`config.mk`:
```
export PLATFORM = sky130hd
export DESIGN_NAME = serial_link_layer_control
export DESIGN_NICKNAME = d
export VERILOG_FILES = /design/src/hdl/link_ctrl_pkg.sv /design/src/hdl/wrap_counter.sv /design/src/hdl/serial_link_layer_control.sv
export SDC_FILE = /design/constraint.sdc
export NUM_CORES = 1
export LEC_CHECK = 0
export ABC_CLOCK_PERIOD_IN_PS = 2700
export BUFFER_PORTS_ARGS = -buffer_cell sky130_fd_sc_hd__buf_2
export CORE_UTILIZATION = 41
export DETAILED_ROUTE_END_ITERATION = 8
export PLACE_DENSITY = 0.63
export RECOVER_POWER = 25
export SLEW_MARGIN = 20
export SYNTH_ARGS = -nofsm -noshare
export SYNTH_HDL_FRONTEND = slang
export SYNTH_SLANG_ARGS = --single-unit
```
`constraint.sdc`:
```
create_clock -name i_core_clk -period 2.7 [get_ports i_core_clk]
set_input_delay 0.27 -clock i_core_clk [delete_from_list [all_inputs] [get_ports i_core_clk]]
set_output_delay 0.27 -clock i_core_clk [all_outputs]
set_load 0.005 [all_outputs]
```
`src/hdl/link_ctrl_pkg.sv`:
```
// constants, register map and state codes for the transmit link layer control
// assumes one lane octet per core clock and an outside framer that marks frame ends
package link_ctrl_pkg;

    // ------------------------------------------------------------
    // register map
    // ------------------------------------------------------------
    localparam logic [7:0] REG_SYNC_PACK = 8'h02;
    localparam logic [7:0] REG_TEST_FRAME = 8'h03;
    localparam logic [7:0] REG_ALIGN_DELAY = 8'h04;
    localparam logic [7:0] RST_SYNC_PACK = 8'h00;
    localparam logic [7:0] RST_TEST_FRAME = 8'h04;
    localparam logic [7:0] RST_ALIGN_DELAY = 8'h00;
    localparam logic [7:0] MASK_SYNC_PACK = 8'hCF;
    localparam logic [7:0] MASK_ALIGN_DELAY = 8'h03;

    // ------------------------------------------------------------
    // field positions
    // ------------------------------------------------------------
    localparam int SYNC_VAL_BIT = 7;
    localparam int SYNC_EN_BIT = 6;
    localparam int PACK_LSB = 2;
    localparam int FRAME_LOW_LSB = 0;
    localparam int PATTERN_LSB = 5;
    localparam int RPAT_FLIP_BIT = 4;
    localparam int MF_CLEAR_BIT = 3;
    localparam int FRAME_MID_BIT = 2;
    localparam int FRAME_HIGH_BIT = 1;
    localparam int RAMP_BIT = 0;
    localparam int DELAY_LSB = 0;

    // ------------------------------------------------------------
    // codes and characters
    // ------------------------------------------------------------
    localparam logic [1:0] PACK_14 = 2'h0;
    localparam logic [1:0] PACK_12 = 2'h3;
    localparam logic [2:0] PAT_NORMAL = 3'h0;
    localparam logic [2:0] PAT_D21_5 = 3'h1;
    localparam logic [2:0] PAT_K28_5 = 3'h2;
    localparam logic [2:0] PAT_ILA_LOOP = 3'h3;
    localparam logic [2:0] PAT_RANDOM = 3'h4;
    localparam logic [7:0] CHAR_K28_5 = 8'hBC;
    localparam logic [7:0] CHAR_D21_5 = 8'hB5;
    localparam logic [7:0] CHAR_K28_0 = 8'h1C;
    localparam logic [7:0] CHAR_K28_3 = 8'h7C;

    // ------------------------------------------------------------
    // counts
    // ------------------------------------------------------------
    localparam int FRAMES_PER_MF = 5;
    localparam int ILA_MULTIFRAMES = 4;
    localparam int RPAT_LEN = 12;

    typedef enum logic [3:0] {
        ST_SYNC = 4'b0001,
        ST_DELAY = 4'b0010,
        ST_ILA = 4'b0100,
        ST_DATA = 4'b1000
    } link_state_e;

endpackage

```
`src/hdl/wrap_counter.sv`:
```
// modulo counter with a wrap flag
// assumes step and clear are synchronous to the clock
`timescale 1ns/100ps
module wrap_counter #(
    parameter int WIDTH = 4,
    parameter int MODULUS = 5
) (
    input wire logic i_core_clk,
    input wire logic i_rst,
    input wire logic i_ce,
    input wire logic i_clear,
    input wire logic i_step,
    output logic [WIDTH-1:0] o_count,
    output logic o_wrap
);

    localparam logic [WIDTH-1:0] LAST = WIDTH'(MODULUS - 1);

    logic [WIDTH-1:0] count_r;
    logic [WIDTH-1:0] count_nxt;

    assign o_wrap = i_step && (count_r == LAST);
    assign o_count = count_r;

    always_comb begin
        count_nxt = count_r;
        if (i_clear) begin
            count_nxt = '0;
        end else if (o_wrap) begin
            count_nxt = '0;
        end else if (i_step) begin
            count_nxt = count_r + WIDTH'(1);
        end
    end

    always_ff @(posedge i_core_clk or posedge i_rst) begin
        if (i_rst) begin
            count_r <= '0;
        end else if (i_ce) begin
            count_r <= count_nxt;
        end
    end

endmodule

```
`src/hdl/serial_link_layer_control.sv`:
```
// transmit link layer control: sync handling, alignment start, test patterns
// assumes one octet per clock, a tick on each frame's last octet and an 8b/10b encoder after
// Behaviour
// (RULE1) override on with value bit set: lane carries K28.5 instead of data
// (RULE2) override enable set: sync request comes from register, pin ignored
// (RULE3) packing 00 gives 14-bit output, 11 gives 12-bit packing
// (RULE4) three frame-assembly controls together select the frame layout
// (RULE5) pattern 000 data, 001 D21.5, 010 continuous K28.5
// (RULE6) pattern 011 loops K28.5 plus alignment; 100 sends 12-octet random pattern
// (RULE7) disparity flip acts only with random pattern selected
// (RULE8) ramp bit replaces data with a ramp, only in 12-bit configuration
// (RULE9) alignment start waits 0 to 3 multiframes after sync release
// (RULE10) a multiframe holds five frames
// (RULE11) software writes zero to reserved bits
// (RULE12) override off: follow active-low pin, K28.5 while asserted
`timescale 1ns/100ps
module serial_link_layer_control #(
    parameter logic [95:0] RPAT_SEQ = 96'hBED723476B8FB3145EFB3559
) (
    input wire logic i_core_clk,
    input wire logic i_rst,
    input wire logic i_ce,
    input wire logic [7:0] i_reg_addr,
    input wire logic i_reg_wr,
    input wire logic [7:0] i_reg_wdata,
    input wire logic i_reg_rd,
    output logic [7:0] o_reg_rdata,
    input wire logic i_sync_request_pin_n,
    input wire logic i_frame_tick,
    input wire logic [7:0] i_data_octet,
    output logic [7:0] o_lane_octet,
    output logic o_lane_is_k,
    output logic o_rd_flip,
    output logic o_pack_12bit,
    output logic [3:0] o_frame_assembly_sel,
    output logic o_ila_active
);
    import link_ctrl_pkg::*;

    // ------------------------------------------------------------
    // registers
    // ------------------------------------------------------------
    logic [7:0] sync_pack_r, sync_pack_nxt;
    logic [7:0] test_frame_r, test_frame_nxt;
    logic [7:0] align_dly_r, align_dly_nxt;
    logic [7:0] rdata_r, rdata_nxt;

    always_comb begin
        sync_pack_nxt = sync_pack_r;
        test_frame_nxt = test_frame_r;
        align_dly_nxt = align_dly_r;
        rdata_nxt = rdata_r;
        // reserved bits are not stored, so they read zero whatever was written
        if (i_reg_wr) begin
            if (i_reg_addr == REG_SYNC_PACK) begin
                sync_pack_nxt = i_reg_wdata & MASK_SYNC_PACK;
            end else if (i_reg_addr == REG_TEST_FRAME) begin
                test_frame_nxt = i_reg_wdata;
            end else if (i_reg_addr == REG_ALIGN_DELAY) begin
                align_dly_nxt = i_reg_wdata & MASK_ALIGN_DELAY;
            end
        end
        if (i_reg_rd) begin
            if (i_reg_addr == REG_SYNC_PACK) begin
                rdata_nxt = sync_pack_r;
            end else if (i_reg_addr == REG_TEST_FRAME) begin
                rdata_nxt = test_frame_r;
            end else if (i_reg_addr == REG_ALIGN_DELAY) begin
                rdata_nxt = align_dly_r;
            end else begin
                rdata_nxt = 8'h00;
            end
        end
    end

    always_ff @(posedge i_core_clk or posedge i_rst) begin
        if (i_rst) begin
            sync_pack_r <= RST_SYNC_PACK;
            test_frame_r <= RST_TEST_FRAME;
            align_dly_r <= RST_ALIGN_DELAY;
            rdata_r <= 8'h00;
        end else if (i_ce) begin
            sync_pack_r <= sync_pack_nxt;
            test_frame_r <= test_frame_nxt;
            align_dly_r <= align_dly_nxt;
            rdata_r <= rdata_nxt;
        end
    end

    assign o_reg_rdata = rdata_r;

    // ------------------------------------------------------------
    // field decode
    // ------------------------------------------------------------
    logic sync_en, sync_val, sync_req, ramp_cfg, mf_clear;
    logic [1:0] pack_sel, delay_sel;
    logic [2:0] pattern;

    assign sync_en = sync_pack_r[SYNC_EN_BIT];
    assign sync_val = sync_pack_r[SYNC_VAL_BIT];
    assign pack_sel = sync_pack_r[PACK_LSB +: 2];
    assign pattern = test_frame_r[PATTERN_LSB +: 3];
    assign mf_clear = test_frame_r[MF_CLEAR_BIT];
    assign delay_sel = align_dly_r[DELAY_LSB +: 2];
    // (RULE2) override takes the request
    // (RULE12) else the active-low pin
    assign sync_req = sync_en ? sync_val : !i_sync_request_pin_n;
    // (RULE3) packing decode; 01 and 10 stay 14-bit
    assign o_pack_12bit = (pack_sel == PACK_12);
    // (RULE4) combined frame-assembly select
    assign o_frame_assembly_sel = {test_frame_r[FRAME_HIGH_BIT], test_frame_r[FRAME_MID_BIT],
                                   sync_pack_r[FRAME_LOW_LSB +: 2]};
    // (RULE7) flip gated by random pattern
    assign o_rd_flip = test_frame_r[RPAT_FLIP_BIT] && (pattern == PAT_RANDOM);
    // (RULE8) ramp only in the 12-bit configuration
    assign ramp_cfg = test_frame_r[RAMP_BIT] && o_pack_12bit;

    // ------------------------------------------------------------
    // multiframe timing
    // ------------------------------------------------------------
    logic mf_end;
    logic [2:0] frame_idx;

    // (RULE10) five frames per multiframe
    wrap_counter #(
        .WIDTH(3),
        .MODULUS(FRAMES_PER_MF)
    ) u_frame_in_mf (
        .i_core_clk(i_core_clk),
        .i_rst(i_rst),
        .i_ce(i_ce),
        .i_clear(mf_clear),
        .i_step(i_frame_tick),
        .o_count(frame_idx),
        .o_wrap(mf_end)
    );

    // ------------------------------------------------------------
    // link state machine
    // ------------------------------------------------------------
    link_state_e state_r, state_nxt;
    logic [1:0] dly_cnt_r, dly_cnt_nxt;
    logic [1:0] ila_cnt_r, ila_cnt_nxt;
    logic mf_start_r, mf_start_nxt;

    always_comb begin
        state_nxt = state_r;
        dly_cnt_nxt = dly_cnt_r;
        ila_cnt_nxt = ila_cnt_r;
        mf_start_nxt = mf_end;
        case (state_r)
            ST_SYNC: begin
                // (RULE12) release starts the alignment wait
                if (!sync_req) begin
                    state_nxt = ST_DELAY;
                    dly_cnt_nxt = delay_sel;
                end
            end
            ST_DELAY: begin
                if (sync_req) begin
                    state_nxt = ST_SYNC;
                end else if (mf_end) begin
                    // (RULE9) skip the chosen number of multiframes
                    if (dly_cnt_r == 2'h0) begin
                        state_nxt = ST_ILA;
                        ila_cnt_nxt = 2'h0;
                    end else begin
                        dly_cnt_nxt = dly_cnt_r - 2'h1;
                    end
                end
            end
            ST_ILA: begin
                if (sync_req) begin
                    state_nxt = ST_SYNC;
                end else if (mf_end) begin
                    ila_cnt_nxt = ila_cnt_r + 2'h1;
                    if (ila_cnt_r == 2'(ILA_MULTIFRAMES - 1)) begin
                        // (RULE6) loop pattern returns through K28.5
                        state_nxt = (pattern == PAT_ILA_LOOP) ? ST_SYNC : ST_DATA;
                    end
                end
            end
            ST_DATA: begin
                // (RULE1) request forces K28.5 again
                if (sync_req || pattern == PAT_ILA_LOOP) begin
                    state_nxt = ST_SYNC;
                end
            end
            default: begin
                state_nxt = ST_SYNC;
            end
        endcase
    end

    always_ff @(posedge i_core_clk or posedge i_rst) begin
        if (i_rst) begin
            state_r <= ST_SYNC;
            dly_cnt_r <= 2'h0;
            ila_cnt_r <= 2'h0;
            mf_start_r <= 1'b0;
        end else if (i_ce) begin
            state_r <= state_nxt;
            dly_cnt_r <= dly_cnt_nxt;
            ila_cnt_r <= ila_cnt_nxt;
            mf_start_r <= mf_start_nxt;
        end
    end

    assign o_ila_active = (state_r == ST_ILA);

    // ------------------------------------------------------------
    // lane octet selection
    // ------------------------------------------------------------
    logic [7:0] octet_r, octet_nxt;
    logic is_k_r, is_k_nxt;
    logic [3:0] rpat_idx_r, rpat_idx_nxt;
    logic [7:0] ramp_r, ramp_nxt;

    always_comb begin
        octet_nxt = i_data_octet;
        is_k_nxt = 1'b0;
        rpat_idx_nxt = 4'h0;
        ramp_nxt = ramp_r;
        // fixed patterns override the link state so a receiver sees them at once
        if (pattern == PAT_D21_5) begin
            // (RULE5) high-frequency pattern
            octet_nxt = CHAR_D21_5;
        end else if (pattern == PAT_K28_5) begin
            // (RULE5) mixed-frequency pattern
            octet_nxt = CHAR_K28_5;
            is_k_nxt = 1'b1;
        end else if (pattern == PAT_RANDOM) begin
            // (RULE6) twelve octets repeated
            octet_nxt = RPAT_SEQ[8*(RPAT_LEN-1-int'(rpat_idx_r)) +: 8];
            rpat_idx_nxt = (rpat_idx_r == 4'(RPAT_LEN - 1)) ? 4'h0 : rpat_idx_r + 4'h1;
        end else if (state_r == ST_SYNC || state_r == ST_DELAY) begin
            // (RULE1) K28.5 replaces data during sync
            octet_nxt = CHAR_K28_5;
            is_k_nxt = 1'b1;
        end else if (state_r == ST_ILA) begin
            is_k_nxt = mf_start_r || mf_end;
            octet_nxt = mf_end ? CHAR_K28_3 : (mf_start_r ? CHAR_K28_0 : {5'h00, frame_idx});
        end else if (ramp_cfg) begin
            // (RULE8) ramp replaces converter data
            octet_nxt = ramp_r;
            ramp_nxt = ramp_r + 8'h01;
        end
    end

    always_ff @(posedge i_core_clk or posedge i_rst) begin
        if (i_rst) begin
            octet_r <= CHAR_K28_5;
            is_k_r <= 1'b1;
            rpat_idx_r <= 4'h0;
            ramp_r <= 8'h00;
        end else if (i_ce) begin
            octet_r <= octet_nxt;
            is_k_r <= is_k_nxt;
            rpat_idx_r <= rpat_idx_nxt;
            ramp_r <= ramp_nxt;
        end
    end

    assign o_lane_octet = octet_r;
    assign o_lane_is_k = is_k_r;
endmodule

```
==> flow_metrics.py <==
metrics = {
    "yosys": {
        "synth_edf_count": 0,
        "syn_inst": 339,
        "yosys.area_share.xor_xnor_pct": 2.90,
        "syn_area_um2": 3330,
        "synth_top_family_by_area": "compound AO/OA/AOI/OAI gates",
        "synth-seq-cells": 57,
        "syn_area_per_cell_um2": 9.81,
        "synthMuxAreaShare_pct": 11.4,
        "async_flop_share_pct": 100,
        "ys_types": 63,
        "synth_top_area_share_pct": 36.9,
        "synthTopCellsByArea": "dfrtp_1 (37%), mux2_2 (6.8%), dfstp_2 (6.3%)",
        "synth_compound_area_share_pct": 17.2,
        "synthAdderAreaFrac_pct": 3.01,
        "synth_top_area_cell": "dfrtp_1",
        "synth-main-ff-cell": "dfrtp_1",
        "syn_nets": 378,
        "yosys.cell_count.top_type": "dfrtp_1",
        "yosysWarnings": 0,
        "synth-simple-area-share_pct": 16.9,
        "yosysSeqAreaShare_pct": 43.2,
        "synth_common_cells": "dfrtp_1 (49), nand2_1 (27), o21ai_0 (27), nor2_1 (24), mux2_2 (20)",
    },
    "route": {
        "routed_wl_um": 7540,
        "ant_nets": 0,
        "vias": 2658,
        "drt-vias-per-instance": 5.38,
        "drtIter0Drc": 221,
        "routedWlPerCell_um": 15.3,
        "drc_errors": 0,
        "dr.pass1.iters": 5,
    },
    "final_layout": {
        "final_nets": 426,
        "final_util_pct": 49.4,
        "multiInputGateArea_um2": 1710,
        "syn2layout_area_growth_pct": 15.9,
        "drive_gt1_share_pct": 28.6,
        "nFillCells": 730,
        "diodes": 0,
        "final_cell_area_um2": 3860,
        "regArea_um2": 1440,
        "layoutNonFillerInstCount": 494,
    },
    "timing": {
        "setup_viol": 0,
        "finalHoldViolations": 0,
        "whs_ps": 156,
        "fmax_ghz": 0.449,
        "fin_crit_sh_pct": 82.4,
        "fin_setup_tns_ps": 0,
        "finClkSkew_ps": 6.46,
        "worstMarginPinSlew_ps": 1130,
        "slew_headroom_pct": 24.7,
        "rsz0062_at_grt": "no",
        "drv_slew": 0,
        "setup_ws_ps": 474,
        "timing.final.crit_period_ps": 2230,
    },
    "global_route": {
        "grt_usage_pct": 19.2,
        "grt_pass1_wl_um": 12600,
        "grt_pass1_vias": 2562,
        "grt_start_max_net_pins": 30,
        "grt_overflow": 0,
        "antenna_found_initial": 0,
    },
    "clock_network": {
        "cts_setup_buffers": 0,
        "cts_hold_buffers": 0,
        "clk_latency_ps": 340,
        "cts.clk_slew.worst_paths_ps": 70,
        "cts_buffers": 9,
        "cts_resized": 0,
        "cts-root-buf": "clkbuf_8",
        "clock_sinks": 57,
        "cts_tree": "done",
        "max-clock-path-buffers": 2,
        "cts-htree-levels": 3,
    },
    "power_and_ir_drop": {
        "netSwitchingFraction_pct": 33.2,
        "pwr-share-seq_pct": 42.6,
        "power.share.clock_pct": 29.9,
        "intPower_mw": 1.77,
        "ir_drop_v": 0.000248,
        "p_leak_nw": 1.81,
        "finalPower_mw": 2.65,
        "switching_power_mw": 0.879,
        "powerDensity_nw_per_um2": 686,
        "p_comb_share_pct": 27.5,
    },
    "min_path": {
        "hp-class": "primary input to flip-flop",
    },
    "floorplanning": {
        "num_io_pins": 55,
        "row_count": 32,
        "core_um2": 7810,
        "die_width_um": 92.1,
        "initial_utilization_pct": 42.6,
        "dieArea_um2": 8480,
        "die_h_um": 92.1,
    },
    "setup_path": {
        "worstSetupPathType": "flip-flop to flip-flop",
        "endpoint_kind": "flip-flop",
        "setup.worst_path.start_class": "flip-flop",
        "slowest_delay_ps": 670,
        "cpMaxStageDelayCell": "or4b_4",
        "worstPathMaxFanout": 13,
        "crit_buf_inv": 1,
        "crit_required_ps": 2930,
        "crit_chain": "or4b_4, inv_2, a21oi_1, nor4_2, mux2_1",
        "critPathTopFamily": "simple AND/OR/NAND/NOR gates",
        "cp.arrival_ps": 2450,
    },
    "placed_design": {
        "place.gp.congestion": 0.822,
        "portBuffers": 54,
        "place_ws_ps": 491,
        "dp_hpwl_um": 5590,
        "place_area_um2": 3660,
        "placed_cells": 478,
    },
    "job": {
        "max_cap_violations": 0,
    },
    "run_status": {
        "outcome": "completed",
    },
}
-- path summary, 6_finish.rpt --
| path | from | endpoint | slack [ps] | cells past startpoint |
|---|---|---|---|---|
| setup / recovery | state_r[3]$_DFFE_PP0P_ | ila_cnt_r[0]$_DFFE_PP0P_ | 470 | 5 |
| hold / removal | i_reg_wdata[2] | sync_pack_r[2]$_DFFE_PP0P_ | 160 | 2 |
| setup reg to reg | state_r[3]$_DFFE_PP0P_ | ila_cnt_r[0]$_DFFE_PP0P_ | 470 | 5 |
| hold reg to reg | o_lane_is_k$_DFFE_PP1P_ | o_lane_is_k$_DFFE_PP1P_ | 470 | 2 |
| max in group asynchronous | i_rst | o_lane_octet[3]$_DFFE_PP1P_ | 1690 | 3 |
| min in group asynchronous | i_rst | o_reg_rdata[4]$_DFFE_PP0P_ | 210 | 2 |
-- final cells by class --
class                   count  area share [%]
clock buffers               9            3.21
clock inverters             7            1.85
inverters                  19            1.85
multi-input cells         242            44.4
flip-flops and latches     57            37.2
well taps                 102            3.31
repair buffers             58            8.11
-- flip-flops by register name, summed over array words and instances, names as in the netlist --
register               cells
dly_cnt_r                  2
mf_start_r                 1
ramp_r                     8
u_frame_in_mf.o_count      3
state_r                    4
align_dly_r                2
o_lane_octet               8
o_lane_is_k                1
o_reg_rdata                8
ila_cnt_r                  2
sync_pack_r                6
test_frame_r               8
rpat_idx_r                 4
-- worst register-to-register path, stage by stage, from the launching register on --
cell and delay [ps]:
dfrtp_1 440, or4b_4 670, inv_2 220, a21oi_1 80, nor4_2 360, mux2_1 360
-- per-layer routing --
layer / routed length, µm / GRT usage (%) / vias to the layer above
li1: - / - / 1324
met1: 3430 / 25.7 / 1272
met2: 3680 / 30.7 / 54
met3: 312 / 3.48 / 8
met4: 118 / 7.81 / 0
met5: 0 / 0 / -
-- cells by family after synthesis --
family / Yosys count
xor gates and xnor gates: 11
muxes: 35
adders and majority gates: 8
AOI/OAI and AO/OA: 87
DFF: 57
and+or+nand+nor: 101
buffers and inverters: 40
-- power groups by stage --
stage | Clock (mW) | Sequential [mW] | Combinational (mW)
detailed placement | 0 | 1.14 | 0.729
CTS | 0.816 | 1.13 | 0.733
floorplan | 0 | 1.10 | 0.556
global route | 0.849 | 1.15 | 0.818
finish | 0.791 | 1.13 | 0.728
global placement | 0 | 1.14 | 0.714
-- cell usage in the layout, fill, tap and decap left out, drive strengths merged, types with 7 or more instances in the layout --
cell,netlist,routed
xnor2,7,7
nor3,8,8
nor2,24,24
a22oi,8,8
o21ai,30,30
nand2,27,27
dfrtp,49,49
mux2,24,24
dfstp,8,8
buf,9,58
clkbuf,12,9
mux2i,11,11
inv,18,18
a21oi,18,18
ha,8,8
No activity file was read; power rests on OpenSTA's default activity.
